===== config.mk =====
export PLATFORM = sky130hd
export DESIGN_NAME = fad_regs
export DESIGN_NICKNAME = d
export VERILOG_FILES = /design/src/hdl/fad_pkg.sv /design/src/hdl/fad_cfg_if.sv /design/src/hdl/fad_field_decode.sv /design/src/hdl/fad_regs.sv
export SDC_FILE = /design/constraint.sdc
export NUM_CORES = 1
export LEC_CHECK = 0
export ABC_AREA = 1
export BUFFER_PORTS_ARGS = -buffer_cell sky130_fd_sc_hd__buf_4
export CAP_MARGIN = 15
export CORE_ASPECT_RATIO = 0.75
export CORE_MARGIN = 5
export CORE_UTILIZATION = 35
export DETAILED_ROUTE_END_ITERATION = 16
export GPL_ROUTABILITY_DRIVEN = 0
export HOLD_SLACK_MARGIN = 0.12
export PLACE_DENSITY = 0.54
export SYNTH_ARGS = -nofsm -noshare
export SYNTH_HDL_FRONTEND = slang
export SYNTH_SLANG_ARGS = --single-unit

===== constraint.sdc =====
create_clock -name clk -period 3.9 [get_ports clk]
set_clock_uncertainty 0.1 [all_clocks]
set_input_delay 0.78 -clock clk [delete_from_list [all_inputs] [get_ports clk]]
set_output_delay 0.78 -clock clk [all_outputs]
set_load 0.05 [all_outputs]

===== src/hdl/fad_pkg.sv =====
// Package for the range and aperture delay register bank.
// Assumes a single 25 MHz clock domain and an Avalon-MM slave with 32-bit data.
package fad_pkg;

  // ****************************************************
  // Register map
  // ****************************************************
  localparam logic [3:0] FAD_IDX_RANGE  = 4'hB;  // Range adjust register index
  localparam logic [3:0] FAD_IDX_COARSE = 4'hC;  // Coarse delay register index
  localparam logic [3:0] FAD_IDX_FINE   = 4'hD;  // Fine delay register index
  localparam int         FAD_ADDR_W     = 8;     // Byte address width
  localparam int         FAD_REG_W      = 16;    // Register width

  // ****************************************************
  // Reset values
  // ****************************************************
  localparam logic [15:0] FAD_RST_RANGE  = 16'h4000;
  localparam logic [15:0] FAD_RST_COARSE = 16'h0004;
  localparam logic [15:0] FAD_RST_FINE   = 16'h0000;

  // ****************************************************
  // Field positions and widths
  // ****************************************************
  localparam int FAD_RANGE_W     = 15;  // Range field, bits 14:0
  localparam int FAD_COARSE_LSB  = 4;   // Coarse magnitude, bits 15:4
  localparam int FAD_COARSE_W    = 12;
  localparam int FAD_ENA_BIT     = 3;   // Delay adjust enable
  localparam int FAD_DCS_BIT     = 2;   // Duty stabilizer enable
  localparam int FAD_FINE_LSB    = 10;  // Fine magnitude, bits 15:10
  localparam int FAD_FINE_W      = 6;

  // Coarse codes above this saturate to it
  localparam logic [11:0] FAD_COARSE_MAX = 12'h97F;  // 2431
  localparam logic [14:0] FAD_RANGE_MID  = 15'h4000; // 16384, nominal range

  // Bus handshake state
  typedef enum logic [1:0] {
    FAD_IDLE = 2'b00,
    FAD_ACK  = 2'b01
  } fad_state_t;

  // Byte address of a register index
  function automatic logic [7:0] fad_byte_addr(input logic [3:0] idx);
    fad_byte_addr = {2'b00, idx, 2'b00};
  endfunction

endpackage


===== src/hdl/fad_cfg_if.sv =====
// Interface carrying stored register words and static control vectors between modules.
// Assumes one clock domain; no timing of its own.
`timescale 1ns/1ps
interface fad_cfg_if;
  logic [15:0] range_word;    // Stored range register
  logic [15:0] coarse_word;   // Stored coarse register
  logic [15:0] fine_word;     // Stored fine register
  logic [14:0] range_magnitude;
  logic [11:0] coarse_delay_magnitude;
  logic [5:0]  fine_delay_magnitude;
  logic        delay_adjust_enable;
  logic        duty_stabilizer_enable;

  modport regs (output range_word, output coarse_word, output fine_word);
  modport dec  (input range_word, input coarse_word, input fine_word,
                output range_magnitude, output coarse_delay_magnitude,
                output fine_delay_magnitude, output delay_adjust_enable,
                output duty_stabilizer_enable);
endinterface


===== src/hdl/fad_field_decode.sv =====
// Field decoder: turns stored words into applied analog control vectors.
// Assumes the register words are stable outputs of flip-flops.
`timescale 1ns/1ps
module fad_field_decode
  import fad_pkg::*;
(
  input  wire logic clk,
  input  wire logic rst_n,
  input  wire logic ce,
  fad_cfg_if.dec    cfg
);

  logic [11:0] coarse_raw;  // Coarse code as written
  logic        ena_raw;     // Adjust enable as written

  assign coarse_raw = cfg.coarse_word[FAD_COARSE_LSB +: FAD_COARSE_W];
  assign ena_raw    = cfg.coarse_word[FAD_ENA_BIT];

  // ****************************************************
  // Applied vectors, registered so outputs come from flops
  // ****************************************************
  always_ff @(posedge clk or negedge rst_n) begin
    if (!rst_n) begin
      cfg.range_magnitude        <= FAD_RST_RANGE[14:0];
      cfg.coarse_delay_magnitude <= 12'h000;
      cfg.fine_delay_magnitude   <= 6'h00;
      cfg.delay_adjust_enable    <= 1'b0;
      cfg.duty_stabilizer_enable <= 1'b1;
    end else if (ce) begin
      // RQ1 range field drive
      cfg.range_magnitude <= cfg.range_word[FAD_RANGE_W-1:0];
      // RQ6 enable gates both
      if (ena_raw) begin
        // RQ5 saturate coarse code
        cfg.coarse_delay_magnitude <= (coarse_raw > FAD_COARSE_MAX) ? FAD_COARSE_MAX : coarse_raw;
        // RQ8 fine field drive
        cfg.fine_delay_magnitude <= cfg.fine_word[FAD_FINE_LSB +: FAD_FINE_W];
      end else begin
        // Neither magnitude applies while disabled
        cfg.coarse_delay_magnitude <= 12'h000;
        cfg.fine_delay_magnitude   <= 6'h00;
      end
      cfg.delay_adjust_enable <= ena_raw;
      // RQ7 stabilizer control bit
      cfg.duty_stabilizer_enable <= cfg.coarse_word[FAD_DCS_BIT];
    end
  end
endmodule


===== src/hdl/fad_regs.sv =====
// Top of the range and aperture delay register bank, Avalon-MM slave.
// Assumes a 25 MHz clock, asynchronous active-low reset, and a master that
// holds its request until waitrequest is seen low.
`timescale 1ns/1ps

// What this block does
// RQ1 - Range field is low fifteen bits
// RQ2 - Range resets to mid code 16384
// RQ3 - Software keeps reserved bits as required
// RQ4 - Coarse delay is bits 15 to 4
// RQ5 - Coarse codes above 2431 saturate
// RQ6 - Bit 3 enables coarse and fine
// RQ7 - Bit 2 enables duty stabilizer, default on
// RQ8 - Fine delay is top six bits
// RQ9 - Registers reset, read back, drive continuously
module fad_regs
  import fad_pkg::*;
(
  input  wire logic                  clk,
  input  wire logic                  rst_n,
  input  wire logic                  ce,
  input  wire logic [FAD_ADDR_W-1:0] avs_address,
  input  wire logic                  avs_read,
  input  wire logic                  avs_write,
  input  wire logic [31:0]           avs_writedata,
  input  wire logic [3:0]            avs_byteenable,
  output logic      [31:0]           avs_readdata,
  output logic      [1:0]            avs_response,
  output logic                       avs_waitrequest,
  output logic      [14:0]           range_magnitude,
  output logic      [11:0]           coarse_delay_magnitude,
  output logic      [5:0]            fine_delay_magnitude,
  output logic                       delay_adjust_enable,
  output logic                       duty_stabilizer_enable
);
  import fad_pkg::*;

  // ****************************************************
  // Storage and handshake state
  // ****************************************************
  fad_cfg_if   cfg ();            // Words and applied vectors
  logic [15:0] range_reg;         // Range adjust register
  logic [15:0] coarse_reg;        // Coarse delay register
  logic [15:0] fine_reg;          // Fine delay register
  fad_state_t  state_reg;         // Handshake state
  logic [31:0] rdata_reg;         // Captured read data
  logic [1:0]  resp_reg;          // Captured response
  logic        hit_range;         // Address decode
  logic        hit_coarse;
  logic        hit_fine;
  logic        hit_any;
  logic        req;               // A request is pending
  logic        take;              // Request completes this edge

  // One cycle of wait: the answer comes the edge after the request is seen.
  // This keeps read data registered at a small latency cost.
  assign req  = avs_read || avs_write;
  assign take = ce && (state_reg == FAD_ACK) && req;

  // Address decoding
  always_comb begin
    hit_range  = 1'b0;
    hit_coarse = 1'b0;
    hit_fine   = 1'b0;
    if (avs_address == fad_byte_addr(FAD_IDX_RANGE)) begin
      hit_range = 1'b1;
    end else if (avs_address == fad_byte_addr(FAD_IDX_COARSE)) begin
      hit_coarse = 1'b1;
    end else if (avs_address == fad_byte_addr(FAD_IDX_FINE)) begin
      hit_fine = 1'b1;
    end
  end
  assign hit_any = hit_range || hit_coarse || hit_fine;

  // ****************************************************
  // Handshake state machine
  // ****************************************************
  always_ff @(posedge clk or negedge rst_n) begin
    if (!rst_n) begin
      state_reg <= FAD_IDLE;
    end else if (ce) begin
      case (state_reg)
        // Request seen: answer at next edge
        FAD_IDLE: begin
          if (req) state_reg <= FAD_ACK;
        end
        // Completion edge
        FAD_ACK: begin
          state_reg <= FAD_IDLE;
        end
        default: begin
          state_reg <= FAD_IDLE;
        end
      endcase
    end
  end

  // Waitrequest drops in the completion cycle only
  assign avs_waitrequest = !(state_reg == FAD_ACK && ce);

  // Merge byte lanes of a write into a 16-bit word
  function automatic logic [15:0] fad_merge(input logic [15:0] old, input logic [31:0] wd,
                                            input logic [3:0] be);
    fad_merge = old;
    if (be[0]) fad_merge[7:0]  = wd[7:0];
    if (be[1]) fad_merge[15:8] = wd[15:8];
  endfunction

  // ****************************************************
  // Register writes
  // ****************************************************
  // RQ2 range default mid
  always_ff @(posedge clk or negedge rst_n) begin
    if (!rst_n) begin
      range_reg <= FAD_RST_RANGE;
    end else if (take && avs_write && hit_range) begin
      // RQ9 stores written value
      range_reg <= fad_merge(range_reg, avs_writedata, avs_byteenable);
    end
  end

  // RQ7 stabilizer default on
  always_ff @(posedge clk or negedge rst_n) begin
    if (!rst_n) begin
      coarse_reg <= FAD_RST_COARSE;
    end else if (take && avs_write && hit_coarse) begin
      // RQ3 reserved bits stored as written
      coarse_reg <= fad_merge(coarse_reg, avs_writedata, avs_byteenable);
    end
  end

  // Fine delay register
  always_ff @(posedge clk or negedge rst_n) begin
    if (!rst_n) begin
      fine_reg <= FAD_RST_FINE;
    end else if (take && avs_write && hit_fine) begin
      fine_reg <= fad_merge(fine_reg, avs_writedata, avs_byteenable);
    end
  end

  // ****************************************************
  // Read data and response
  // ****************************************************
  // RQ9 read back last
  always_ff @(posedge clk or negedge rst_n) begin
    if (!rst_n) begin
      rdata_reg <= 32'h0000_0000;
      resp_reg  <= 2'b00;
    end else if (ce && state_reg == FAD_IDLE && req) begin
      // Unmapped addresses answer with a decode error and zero data
      resp_reg <= hit_any ? 2'b00 : 2'b11;
      if (hit_range) begin
        rdata_reg <= {16'h0000, range_reg};
      end else if (hit_coarse) begin
        rdata_reg <= {16'h0000, coarse_reg};
      end else if (hit_fine) begin
        rdata_reg <= {16'h0000, fine_reg};
      end else begin
        rdata_reg <= 32'h0000_0000;
      end
    end
  end
  assign avs_readdata = rdata_reg;
  assign avs_response = resp_reg;

  // ****************************************************
  // Applied control vectors
  // ****************************************************
  assign cfg.range_word  = range_reg;
  assign cfg.coarse_word = coarse_reg;
  assign cfg.fine_word   = fine_reg;

  fad_field_decode u_dec (
    .clk   (clk),
    .rst_n (rst_n),
    .ce    (ce),
    .cfg   (cfg)
  );

  assign range_magnitude        = cfg.range_magnitude;
  assign coarse_delay_magnitude = cfg.coarse_delay_magnitude;
  assign fine_delay_magnitude   = cfg.fine_delay_magnitude;
  assign delay_adjust_enable    = cfg.delay_adjust_enable;
  assign duty_stabilizer_enable = cfg.duty_stabilizer_enable;
endmodule


# == Word-level counts from Yosys, hierarchy flattened ==
# Cells that the tools add are included.
# totals
reg_bits,119
latchBits,0
ram_bits,0
romBits,0
inputBits,49
output_inout_bits,70
wordCells,55
mem_count,0
# classes
n_addsub,0
multipliers,0
div_mod_pow,0
order_cmp,1
eq_ne,5
n_shift,0
muxes,15
n_bitwise,0
reduce_logical,20
# op_table
op,n
$mux 16,3
$eq 8x6->1 const B,3
$mux 12,2
$reduce_and 2->1,7
$gt 12x12->1 const B,1
$logic_and 1x1->1,8
$mux 1,6
$mux 2,3
$mux 6,1
$logic_or 1x1->1,3
$eq 2x1->1 const B,1
$logic_not 2->1,1
$ne 2x2->1 const B,1
$logic_not 1->1,1

# == Depth between registers and ports, before layout ==
# Gate-level depths: netlist of run 1.
# depth
ltp_word,7
ltp_mapped,9
mapped_depth_nobuf,8

# == By module ==
# A second synthesis of run 1 with hierarchy kept.
# unflattened
cells_unflattened,578
area_unflattened_um2,4823.4
# modules_own_cells
module,instances,cells_each,area_each_um2,seq_area_each_um2
fad_regs,1,422,3414.5,1654.1
fad_field_decode,1,156,1408.9,878.3

# == Least setup slack after synthesis of run 1 ==
# OpenSTA, ideal clock, no wires.
# synth_path
path_type,input -> output
startpoint,input port ce
endpoint,output port avs_waitrequest
arrival_time_ns,1.194
t_required_ns,3.020
path_slack_ns,1.826
cell_stages,2
n_path_buf,1
path_cell_list,buf_4 nand2_2
# synth_between
elab_chain_cells,2
# synth_lines
item,line_no,rtl
from (decl),fad_regs.sv:21,"input wire logic ce,"
$logic_and 1x1->1,fad_regs.sv:99,assign avs_waitrequest = !(state_reg == FAD_ACK && ce);
$logic_not 1->1,fad_regs.sv:99,
to (decl),fad_regs.sv:29,"output logic avs_waitrequest,"
# No other way between the ends.

# == Final worst setup path of run 1 ==
# layout_path
startpoint,input port avs_address[6]
endpoint,"register range_reg[2], in the netlist cfg.range_word[2]"
# layout_between
elab_chain_cells,4
# layout_lines
item,line_no,rtl
from (decl),fad_regs.sv:22,"input wire logic [FAD_ADDR_W-1:0] avs_address,"
$eq 8x6->1,fad_regs.sv:65,if (avs_address == fad_byte_addr(FAD_IDX_RANGE)) begin
$mux 1,fad_regs.sv:65,
$logic_and 1x1->1,fad_regs.sv:116,end else if (take && avs_write && hit_range) begin
$reduce_and 2->1 (no line),--,
to (signal assigned),fad_regs.sv:118,"range_reg <= fad_merge(range_reg, avs_writedata, avs_byteenable);"
to (decl),fad_regs.sv:42,logic [15:0] range_reg;
# No other way between the ends.
# A chain may end at the register's enable or synchronous reset.

==> key figures, run 1 <==
Status
  • Outcome: complete, no violations

Clock tree
  • Clock insertion delay at the later pin of the skew report: 0.35 ns
  • Number of post-CTS setup repair buffers: 0
  • Depth of the CTS H-tree: 3
  • Maximum buffer depth of the clock tree: 2
  • Total clock buffers created by CTS: 9
  • CTS tree: yes
  • Clock slew at the register clock pins of the worst setup and hold paths: 0.07 ns
  • # clock sinks: 101
  • Count of cells resized by post-cts repair: 0
  • Master cell of the clock root buffer: clkbuf_16
  • Hold buffer count at CTS: 0

Critical path
  • Category of the most critical setup path: in -> reg
  • Biggest fanout along the worst timing path: 19
  • Data arrival, critical path: 2.51 ns
  • Required @ worst endpoint: 4.04 ns
  • Startpoint type of the worst setup path: input pin
  • Critical Path Sink Type: flop

Route
  • WL per Instance: 16.4 um
  • Post-DRT Antenna Nets: 0
  • Overall via count from detail_route: 4032
  • Vias per cell: 5.05
  • Detailed-route wire length: 13.1 mm
  • Number of detailed-route iterations in the first pass: 4
  • Drt first-iter violations: 326
  • Total DRC errors in the routed layout: 0

Cells and area
  • Final std cells w/o fill: 799
  • # nets final: 672
  • Fraction of final layout cells sized beyond drive strength 1: 0.212
  • Growth of design area from synthesis to finish: 20.0%
  • Filler Cell Count: 1325
  • Post-layout utilization of the core: 0.432
  • Post-Layout Inst Area: 5660 um^2
  • Number of diodes: 0

Floorplanning
  • I/O pin total: 119
  • Die Span X: 144 um
  • Die H: 111 um
  • Core Box Area: 13100 um^2
  • Full die area: 15900 um^2
  • # rows: 36
  • Effective utilization at floorplan: 0.360

GRT
  • Combined global-route utilization of all metal layers: 0.168
  • Wire length of the first global-routing pass: 21.4 mm
  • Vias in the first global route: 3995
  • Initial antenna violation count: 0
  • Maximum number of pins on one net before global-route repair: 55
  • Total grt overflow: 0

Pwr
  • VDD IR-drop max: 206 uV
  • Leakage power figure: 3.06 nW
  • PD cells: 376 nW/um^2

Synth
  • Most common cell in the synthesized netlist: nand2_1
  • List of most frequent post-synthesis cells: nand2_1, dfrtp_1, nand3_1, nand4_1, buf_4
  • Fraction of registers with async set/reset: 1.00
  • Top_reg_cell synth: dfrtp_1
  • Part of the Yosys area used for sequential elements: 0.536
  • Flop and latch count out of synthesis: 101
  • Number of warnings reported in the yosys synthesis log: 0
  • Distinct cell type count after synthesis: 25
  • Number of standard cells after synthesis: 554
  • Largest cells by area after synthesis: dfrtp_1, nand2_1, nand3_1
  • Largest area contributor in the netlist: dfrtp_1
  • Count of flip-flops with a built-in enable after synthesis: 0
  • Synthesized area: 4720 um^2
  • Mapped Avg Cell Area: 8.52 um^2
  • Share of the synthesized area in the top cell type: 0.514

Flow run
  • Max_cap viols: 0

STA
  • Min cycle time layout: 2.37 ns
  • Unrepaired setup endpoints after global routing: false
  • Hold Worst Slack: 0.332 ns
  • Fin. Hold Viols: 0
  • Total Negative Setup Slacks: 0 ns
  • Worst slew slack as a fraction of its limit: 0.502
  • Slew at the pin closest to its max-slew limit: 0.747 ns
  • Final Max Slew Viols: 0
  • Count of endpoints failing setup in the final report: 0
  • Final period utilization: 0.608
  • Fmax: 422 MHz

Place
  • DP Cell Count: 783
  • Detailed-placement wirelength estimate: 9.20 mm
  • Instance area at placement: 5390 um^2
  • Number of buffer cells added on primary ports: 84

Min path
  • Hold WC Path Type: in -> async
[worst paths after layout]
check	startpoint	to	slack (ns)	cells past startpoint
setup / recovery	avs_address[6]	cfg.range_word[2]$_DFFE_PN0P_	1.53	9
hold / removal	rst_n	u_dec.cfg.coarse_delay_magnitude[11]$_DFFE_PN0P_	0.33	1
setup reg to reg	state_reg[0]$_DFFE_PN0P_	cfg.coarse_word[1]$_DFFE_PN0P_	2.01	5
hold reg to reg	u_dec.cfg.range_magnitude[14]$_DFFE_PN1P_	u_dec.cfg.range_magnitude[14]$_DFFE_PN1P_	0.37	2
max in group asynchronous	rst_n	cfg.coarse_word[2]$_DFFE_PN1P_	2.48	2
min in group clk	u_dec.cfg.range_magnitude[14]$_DFFE_PN1P_	u_dec.cfg.range_magnitude[14]$_DFFE_PN1P_	0.37	2
[cell families after synthesis]
logic type | share of synthesized area
AOI/OAI and AO/OA | 0.0355
buffers and inverters | 0.0806
DFF | 0.536
other | 0.000794
and+or+nand+nor | 0.347
[routing by layer]
layer | part of all wire | vias up | track usage
li1 | - | 1944 | -
met1 | 0.45 | 1957 | 0.236
met2 | 0.48 | 123 | 0.265
met3 | 0.063 | 8 | 0.0367
met4 | 0.0076 | 0 | 0.0389
met5 | 0 | - | 0
[critical path: stages]
cell     delay [ns]
buf_4          0.11
inv_2          0.03
nand2_1        0.12
nor2_4         0.42
nand2_2        0.21
inv_2          0.35
nand3_2        0.27
nand2_1        0.13
nand2_1        0.06
[metrics by stage]
step                      total power, mW  setup slack [ns]
after detailed placement             1.29              1.20
after CTS                            2.15              1.57
after global routing                 2.21              1.31
after floorplan                      1.23              1.83
after global placement               1.29              1.23
final                                2.13              1.53
[cell type report]
cell class | count | area (um^2) | area share
timing repair buffer | 92 | 691 | 0.122
clock inverter | 4 | 22.5 | 0.00398
sequential | 101 | 2530 | 0.447
inverter | 22 | 82.6 | 0.0146
clock buffer | 12 | 256 | 0.0453
tap | 171 | 214 | 0.0378
multi-input combinational | 397 | 1870 | 0.329
[cells in the final DEF, fill, tap and decap left out]
master	synthesis	layout
nand2_1	219	219
dfrtp_1	97	97
buf_4	23	92
nand3_1	67	67
nand4_1	48	48
conb_1	1	16
inv_1	15	15
o21ai_0	13	13
clkbuf_16	0	9
a21oi_1	8	8
inv_2	6	6
nand3_2	6	6
a22o_1	6	6
nor2_4	4	4
dfstp_2	4	4
nand2_2	3	3
clkinv_2	0	3
nor2_1	2	2
clkbuf_8	0	2
and2_1	1	1
nor2_8	1	1
nor2_2	1	1
nor3_4	1	1
clkinv_1	1	1
a32o_1	1	1
clkinvlp_4	0	1
clkbuf_1	9	1
[report_power, final]
part           internal (mW)  leakage, nW  switching (mW)  total, mW
logic                 0.0450         1.53           0.160      0.205
registers               1.06         1.39         0.00852       1.06
clock network          0.465        0.138           0.392      0.857
total                   1.57         3.06           0.561       2.13
Note: power is estimated with default switching activity, not from simulation.
==> run 2: changes to the inputs <==
==> constraint.sdc (replaced) <==
create_clock -name clk -period 2.2 [get_ports clk]
set_clock_uncertainty 0.1 [all_clocks]
set_input_delay 0.44 -clock clk [delete_from_list [all_inputs] [get_ports clk]]
set_output_delay 0.44 -clock clk [all_outputs]
set_load 0.05 [all_outputs]
==> run 2 against run 1 <==
  * Cell count up 1.4%
  * Clock power is 110% higher
  * Routed wire length fell by 2.0%
  * Worst setup slack lost 1.1 ns
  * Sequential power rose by 78%
  * Non-clock buffer count up 11
  * Die area did not move
  * Core utilization rose by 1.3 points
==> key figures, run 2 (same netlist as run 1, synthesis figures left out) <==
Status
  • Outcome: complete, no violations

Route
  • Post-DRT Antenna Nets: 0
  • Total DRC errors in the routed layout: 0
  • Drt first-iter violations: 278
  • Number of detailed-route iterations in the first pass: 5
  • WL per Instance: 15.8 um
  • Overall via count from detail_route: 4033
  • Vias per cell: 4.98
  • Detailed-route wire length: 12.8 mm

Pwr
  • Net switching power: 0.997 mW
  • Sequential share of power: 0.469
  • P_int: 3.03 mW
  • PD cells: 690 nW/um^2
  • Leakage power figure: 3.15 nW
  • Switching power as a share of total power: 0.248
  • VDD IR-drop max: 355 uV
  • Logic gate share of total power: 0.094
  • Clock group share of total power: 0.437

GRT
  • Vias in the first global route: 3998
  • Global routing usage on met3: 0.0428
  • Most crowded layer after global routing: met2
  • Total grt overflow: 0
  • Global-route track usage on met1: 0.230
  • Maximum number of pins on one net before global-route repair: 42
  • M2 GR Usage: 0.260
  • Wire length of the first global-routing pass: 20.7 mm
  • Combined global-route utilization of all metal layers: 0.165
  • Initial antenna violation count: 0

Cells and area
  • Area taken by flip-flops and latches: 2530 um^2
  • Number of diodes: 0
  • Growth of design area from synthesis to finish: 23.4%
  • # nets final: 683
  • Fraction of final layout cells sized beyond drive strength 1: 0.225
  • Leading cell types in the layout, fill and taps excluded: nand2_1, buf_4, dfrtp_1
  • Post-layout utilization of the core: 0.445
  • Most frequent standard cell in the layout excluding fill and tap cells: nand2_1
  • Filler Cell Count: 1335
  • Post-Layout Inst Area: 5830 um^2
  • Multi-input combinational cell area: 1870 um^2

Floorplanning
  • I/O pin total: 119
  • Core Box Area: 13100 um^2
  • Die Span X: 144 um
  • Full die area: 15900 um^2
  • # rows: 36
  • Die H: 111 um
  • Effective utilization at floorplan: 0.360

Min path
  • Hold WC Path Type: in -> reg

STA
  • Final period utilization: 0.788
  • Worst slew slack as a fraction of its limit: 0.611
  • Fin. Hold Viols: 0
  • Fmax: 577 MHz
  • Slew at the pin closest to its max-slew limit: 0.584 ns
  • Hold Worst Slack: 0.244 ns
  • Final Max Slew Viols: 0
  • Min cycle time layout: 1.73 ns
  • Final setup margin: 0.467 ns
  • Total Negative Setup Slacks: 0 ns
  • Count of endpoints failing setup in the final report: 0
  • Unrepaired setup endpoints after global routing: false

Critical path
  • Startpoint type of the worst setup path: flop
  • Worst path bufs/invs: 1
  • Data arrival, critical path: 1.19 ns
  • Kind of cell with the highest combined delay on the critical path: flip-flops
  • Slowest Stage Delay on Critical Path: 0.45 ns
  • Worst path cell trace: nand2_2, buf_4
  • Critical Path Sink Type: primary output
  • Category of the most critical setup path: reg -> out
  • Required @ worst endpoint: 1.66 ns
  • Library cell contributing the largest single delay on the critical path: dfrtp_1
  • Biggest fanout along the worst timing path: 3

Place
  • Detailed-placement wirelength estimate: 9.55 mm
  • Number of buffer cells added on primary ports: 84
  • Placement-stage worst setup slack: 0.223 ns
  • Instance area at placement: 5490 um^2

Clock tree
  • Total clock buffers created by CTS: 9
  • CTS tree: yes
  • Count of cells resized by post-cts repair: 0
  • Clock insertion delay at the later pin of the skew report: 0.35 ns
  • Depth of the CTS H-tree: 3
  • Maximum buffer depth of the clock tree: 2
  • # clock sinks: 101
  • Clock slew at the register clock pins of the worst setup and hold paths: 0.07 ns
  • Master cell of the clock root buffer: clkbuf_16
  • Number of post-CTS setup repair buffers: 0

Flow run
  • Max_cap viols: 0
==> run 2: final cells by class <==
class	count	share of cell area
Clock inverter	5	0.0140
Sequential cell	101	0.434
Clock buffer	11	0.0434
Timing Repair Buffer	103	0.137
Multi-Input combinational cell	397	0.320
Inverter	22	0.0142
Tap cell	171	0.0367
==> run 2: final timing paths <==
kind	end	from	slack, ns	depth (start not counted)
max	avs_waitrequest	state_reg[0]$_DFFE_PN0P_	0.47	2
min	cfg.coarse_word[2]$_DFFE_PN1P_	avs_writedata[2]	0.24	3
max reg2reg	cfg.fine_word[4]$_DFFE_PN0P_	state_reg[0]$_DFFE_PN0P_	0.56	5
min reg2reg	u_dec.cfg.range_magnitude[14]$_DFFE_PN1P_	u_dec.cfg.range_magnitude[14]$_DFFE_PN1P_	0.37	2
max in group asynchronous	cfg.coarse_word[2]$_DFFE_PN1P_	rst_n	0.82	3
min in group asynchronous	u_dec.cfg.delay_adjust_enable$_DFFE_PN0P_	rst_n	0.53	2
==> run 2: worst register-to-register path, stage by stage (launching register included) <==
cell and delay [ns]:
dfrtp_1 0.45, nand2_2 0.15, nor2_8 0.36, buf_4 0.29, nand4_1 0.13, nand2_1 0.10
==> run 2: through the flow <==
step	power, mW	cells
finish	4.02	810
global route	4.18	810
CTS	4.06	810
detailed placement	2.30	793
global placement	2.30	793
floorplan	2.17	569
==> run 2: per-layer routing <==
metal,vias to the layer above,share of wire
li1,1967,-
met1,1932,0.45
met2,124,0.48
met3,10,0.064
met4,0,0.0086
met5,-,0
==> run 2: power by group through the flow <==
stage	sequential [mW]	combinational [mW]	clock [mW]
after floorplan	1.94	0.227	0
final	1.89	0.378	1.76
after CTS	1.89	0.381	1.79
after global placement	1.92	0.376	0
after detailed placement	1.92	0.379	0
after global routing	1.89	0.413	1.87
==> run 2: what timing repair did <==
action	CTS	global route
endpoints found under the setup margin	0	0
endpoints found under the hold margin	38	0
hold buffers	1	0
==> run 3: changes to the inputs <==
--- a/config.mk
+++ b/config.mk
@@ -14,7 +14,7 @@
 export DETAILED_ROUTE_END_ITERATION = 16
 export GPL_ROUTABILITY_DRIVEN = 0
 export HOLD_SLACK_MARGIN = 0.12
-export PLACE_DENSITY = 0.54
+export PLACE_DENSITY = 0.56
 export SYNTH_ARGS = -nofsm -noshare
 export SYNTH_HDL_FRONTEND = slang
 export SYNTH_SLANG_ARGS = --single-unit
==> constraint.sdc (replaced) <==
create_clock -name clk -period 1.4 [get_ports clk]
set_clock_uncertainty 0.1 [all_clocks]
set_input_delay 0.28 -clock clk [delete_from_list [all_inputs] [get_ports clk]]
set_output_delay 0.28 -clock clk [all_outputs]
set_load 0.05 [all_outputs]
==> run 3 against run 2 <==
  * The run now ends with negative setup slack left
  * Die area unchanged
  * Routed wire length increased by 3.6%
  * Clock power up 48%
  * Critical path depth is 1 higher
  * Count of clock-buffer cells in the layout rose by 1
  * Worst hold slack worse by 0.12 ns
  * Cell count is 4.8% higher
  * Largest power group unchanged
  * Final area is 7.9% higher
  * Sequential share of layout area shrank 3.1 points
  * Flip-flop and latch count unchanged
  * Register-to-register slack worse by 0.52 ns
==> key figures, run 3 (same netlist as run 1, synthesis figures left out) <==
Pwr
  • Leakage power figure: 3.35 nW
  • VDD IR-drop max: 574 uV
  • PD cells: 1000 nW/um^2

Clock tree
  • Clock slew at the register clock pins of the worst setup and hold paths: 0.07 ns
  • CTS tree: yes
  • Total clock buffers created by CTS: 9
  • Master cell of the clock root buffer: clkbuf_16
  • # clock sinks: 101
  • Clock insertion delay at the later pin of the skew report: 0.34 ns
  • Depth of the CTS H-tree: 3
  • Maximum buffer depth of the clock tree: 2

Cells and area
  • Leading cell types in the layout, fill and taps excluded: nand2_1, buf_4, dfrtp_1
  • Growth of design area from synthesis to finish: 33.1%
  • Most frequent standard cell in the layout excluding fill and tap cells: nand2_1
  • Number of diodes: 0
  • Post-Layout Inst Area: 6290 um^2
  • Post-layout utilization of the core: 0.480
  • Fraction of final layout cells sized beyond drive strength 1: 0.251
  • # nets final: 722

Floorplanning
  • Full die area: 15900 um^2
  • Die H: 111 um
  • Effective utilization at floorplan: 0.360
  • # rows: 36
  • Die Span X: 144 um
  • I/O pin total: 119
  • Core Box Area: 13100 um^2

Place
  • Detailed-placement wirelength estimate: 9.87 mm
  • Number of buffer cells added on primary ports: 84
  • Instance area at placement: 5670 um^2

STA
  • Final Max Slew Viols: 0
  • Fin. Hold Viols: 0
  • Final setup margin: -0.132 ns
  • Min cycle time layout: 1.53 ns
  • Fmax: 653 MHz
  • Unrepaired setup endpoints after global routing: true
  • Count of endpoints failing setup in the final report: 3
  • Total Negative Setup Slacks: -0.174 ns
  • Final period utilization: 1.09

Critical path
  • Biggest fanout along the worst timing path: 3
  • Critical Path Sink Type: primary output
  • Endpoint of the worst register-to-register path: cfg.fine_word[9]$_DFFE_PN0P_
  • Setup slack, reg-to-reg: 0.04 ns
  • Startpoint type of the worst setup path: flop
  • Category of the most critical setup path: reg -> out
  • Worst reg2reg startpoint: state_reg[0]$_DFFE_PN0P_
  • Data arrival, critical path: 1.15 ns
  • Required @ worst endpoint: 1.02 ns
  • Worst Reg-to-Reg Cells: 6

GRT
  • Maximum number of pins on one net before global-route repair: 40
  • M2 GR Usage: 0.274
  • Vias in the first global route: 4202
  • Total grt overflow: 0
  • Global routing usage on met3: 0.0354
  • Combined global-route utilization of all metal layers: 0.170
  • Global-route track usage on met1: 0.234
  • Most crowded layer after global routing: met2
  • Wire length of the first global-routing pass: 21.6 mm
  • Initial antenna violation count: 0

Route
  • Drt first-iter violations: 301
  • Number of detailed-route iterations in the first pass: 5
  • WL per Instance: 15.6 um
  • Total DRC errors in the routed layout: 0
  • Overall via count from detail_route: 4237
  • Vias per cell: 4.99
  • Detailed-route wire length: 13.3 mm
  • Post-DRT Antenna Nets: 0

Flow run
  • Max_cap viols: 0

Status
  • Outcome: complete, but fails checks
  • Failing checks: negative setup slack

Min path
  • HP Start: avs_writedata[15]
  • Hold Path Cell Cnt: 3
  • Hold WC Path Type: in -> reg
  • Worst Hold Endpoint: cfg.coarse_word[15]$_DFFE_PN0P_
[run 3: power by group]
part | switching, mW | internal, mW
logic | 0.481 | 0.238
registers | 0.0268 | 2.94
clock network | 1.04 | 1.57
total | 1.55 | 4.75
[run 3: how the worst max path moves through the flow]
stage	from	to	slack, ns	cells after the start
floorplan	state_reg[0]$_DFFE_PN0P_	cfg.range_word[0]$_DFFE_PN0P_	0.006	6
global placement	avs_address[6]	cfg.range_word[13]$_DFFE_PN0P_	-0.13	10
detailed placement	avs_address[6]	cfg.fine_word[14]$_DFFE_PN0P_	-0.19	8
CTS	state_reg[0]$_DFFE_PN0P_	avs_waitrequest	-0.14	3
global route	state_reg[0]$_DFFE_PN0P_	avs_waitrequest	-0.16	3
finish	state_reg[0]$_DFFE_PN0P_	avs_waitrequest	-0.13	3
[run 3: routing by layer]
layer,share of wire,wire length (um)
met1,0.45,6040
met2,0.48,6310
met3,0.057,758
met4,0.012,163
met5,0,0
[run 3: critical path, stage by stage (launching register included)]
cell and delay, ns:
dfrtp_2 0.46, nand2_4 0.11, buf_6 0.10, buf_8 0.13
[run 3: stage by stage]
step	cells	hold WS, ns	total power, mW	setup WS, ns
finish	849	0.129	6.30	-0.132
global route	849	0.130	6.54	-0.156
CTS	846	0.123	6.33	-0.136
detailed placement	815	0.0958	3.66	-0.190
global placement	815	0.0928	3.65	-0.132
floorplan	569	-0.116	3.42	0.00587
[run 3: final cells by class]
type | count | area (um^2)
flip-flops and latches | 101 | 2530
well taps | 171 | 214
inverters | 22 | 85.1
fillers | 1290 | 6820
repair buffers | 142 | 1220
multi-input cells | 397 | 1920
clock buffers | 12 | 236
clock inverters | 4 | 72.6
[run 3: timing repair]
| action | in CTS | in global routing |
|---|---|---|
| cloned | 0 | 2 |
| endpoints found under the setup margin | 55 | 60 |
| endpoints found under the hold margin | 120 | 0 |
| gates resized for setup | 11 | 13 |
| hold buffers | 14 | 0 |
| pin swaps | 1 | 3 |
| buffers inserted | 1 | 1 |
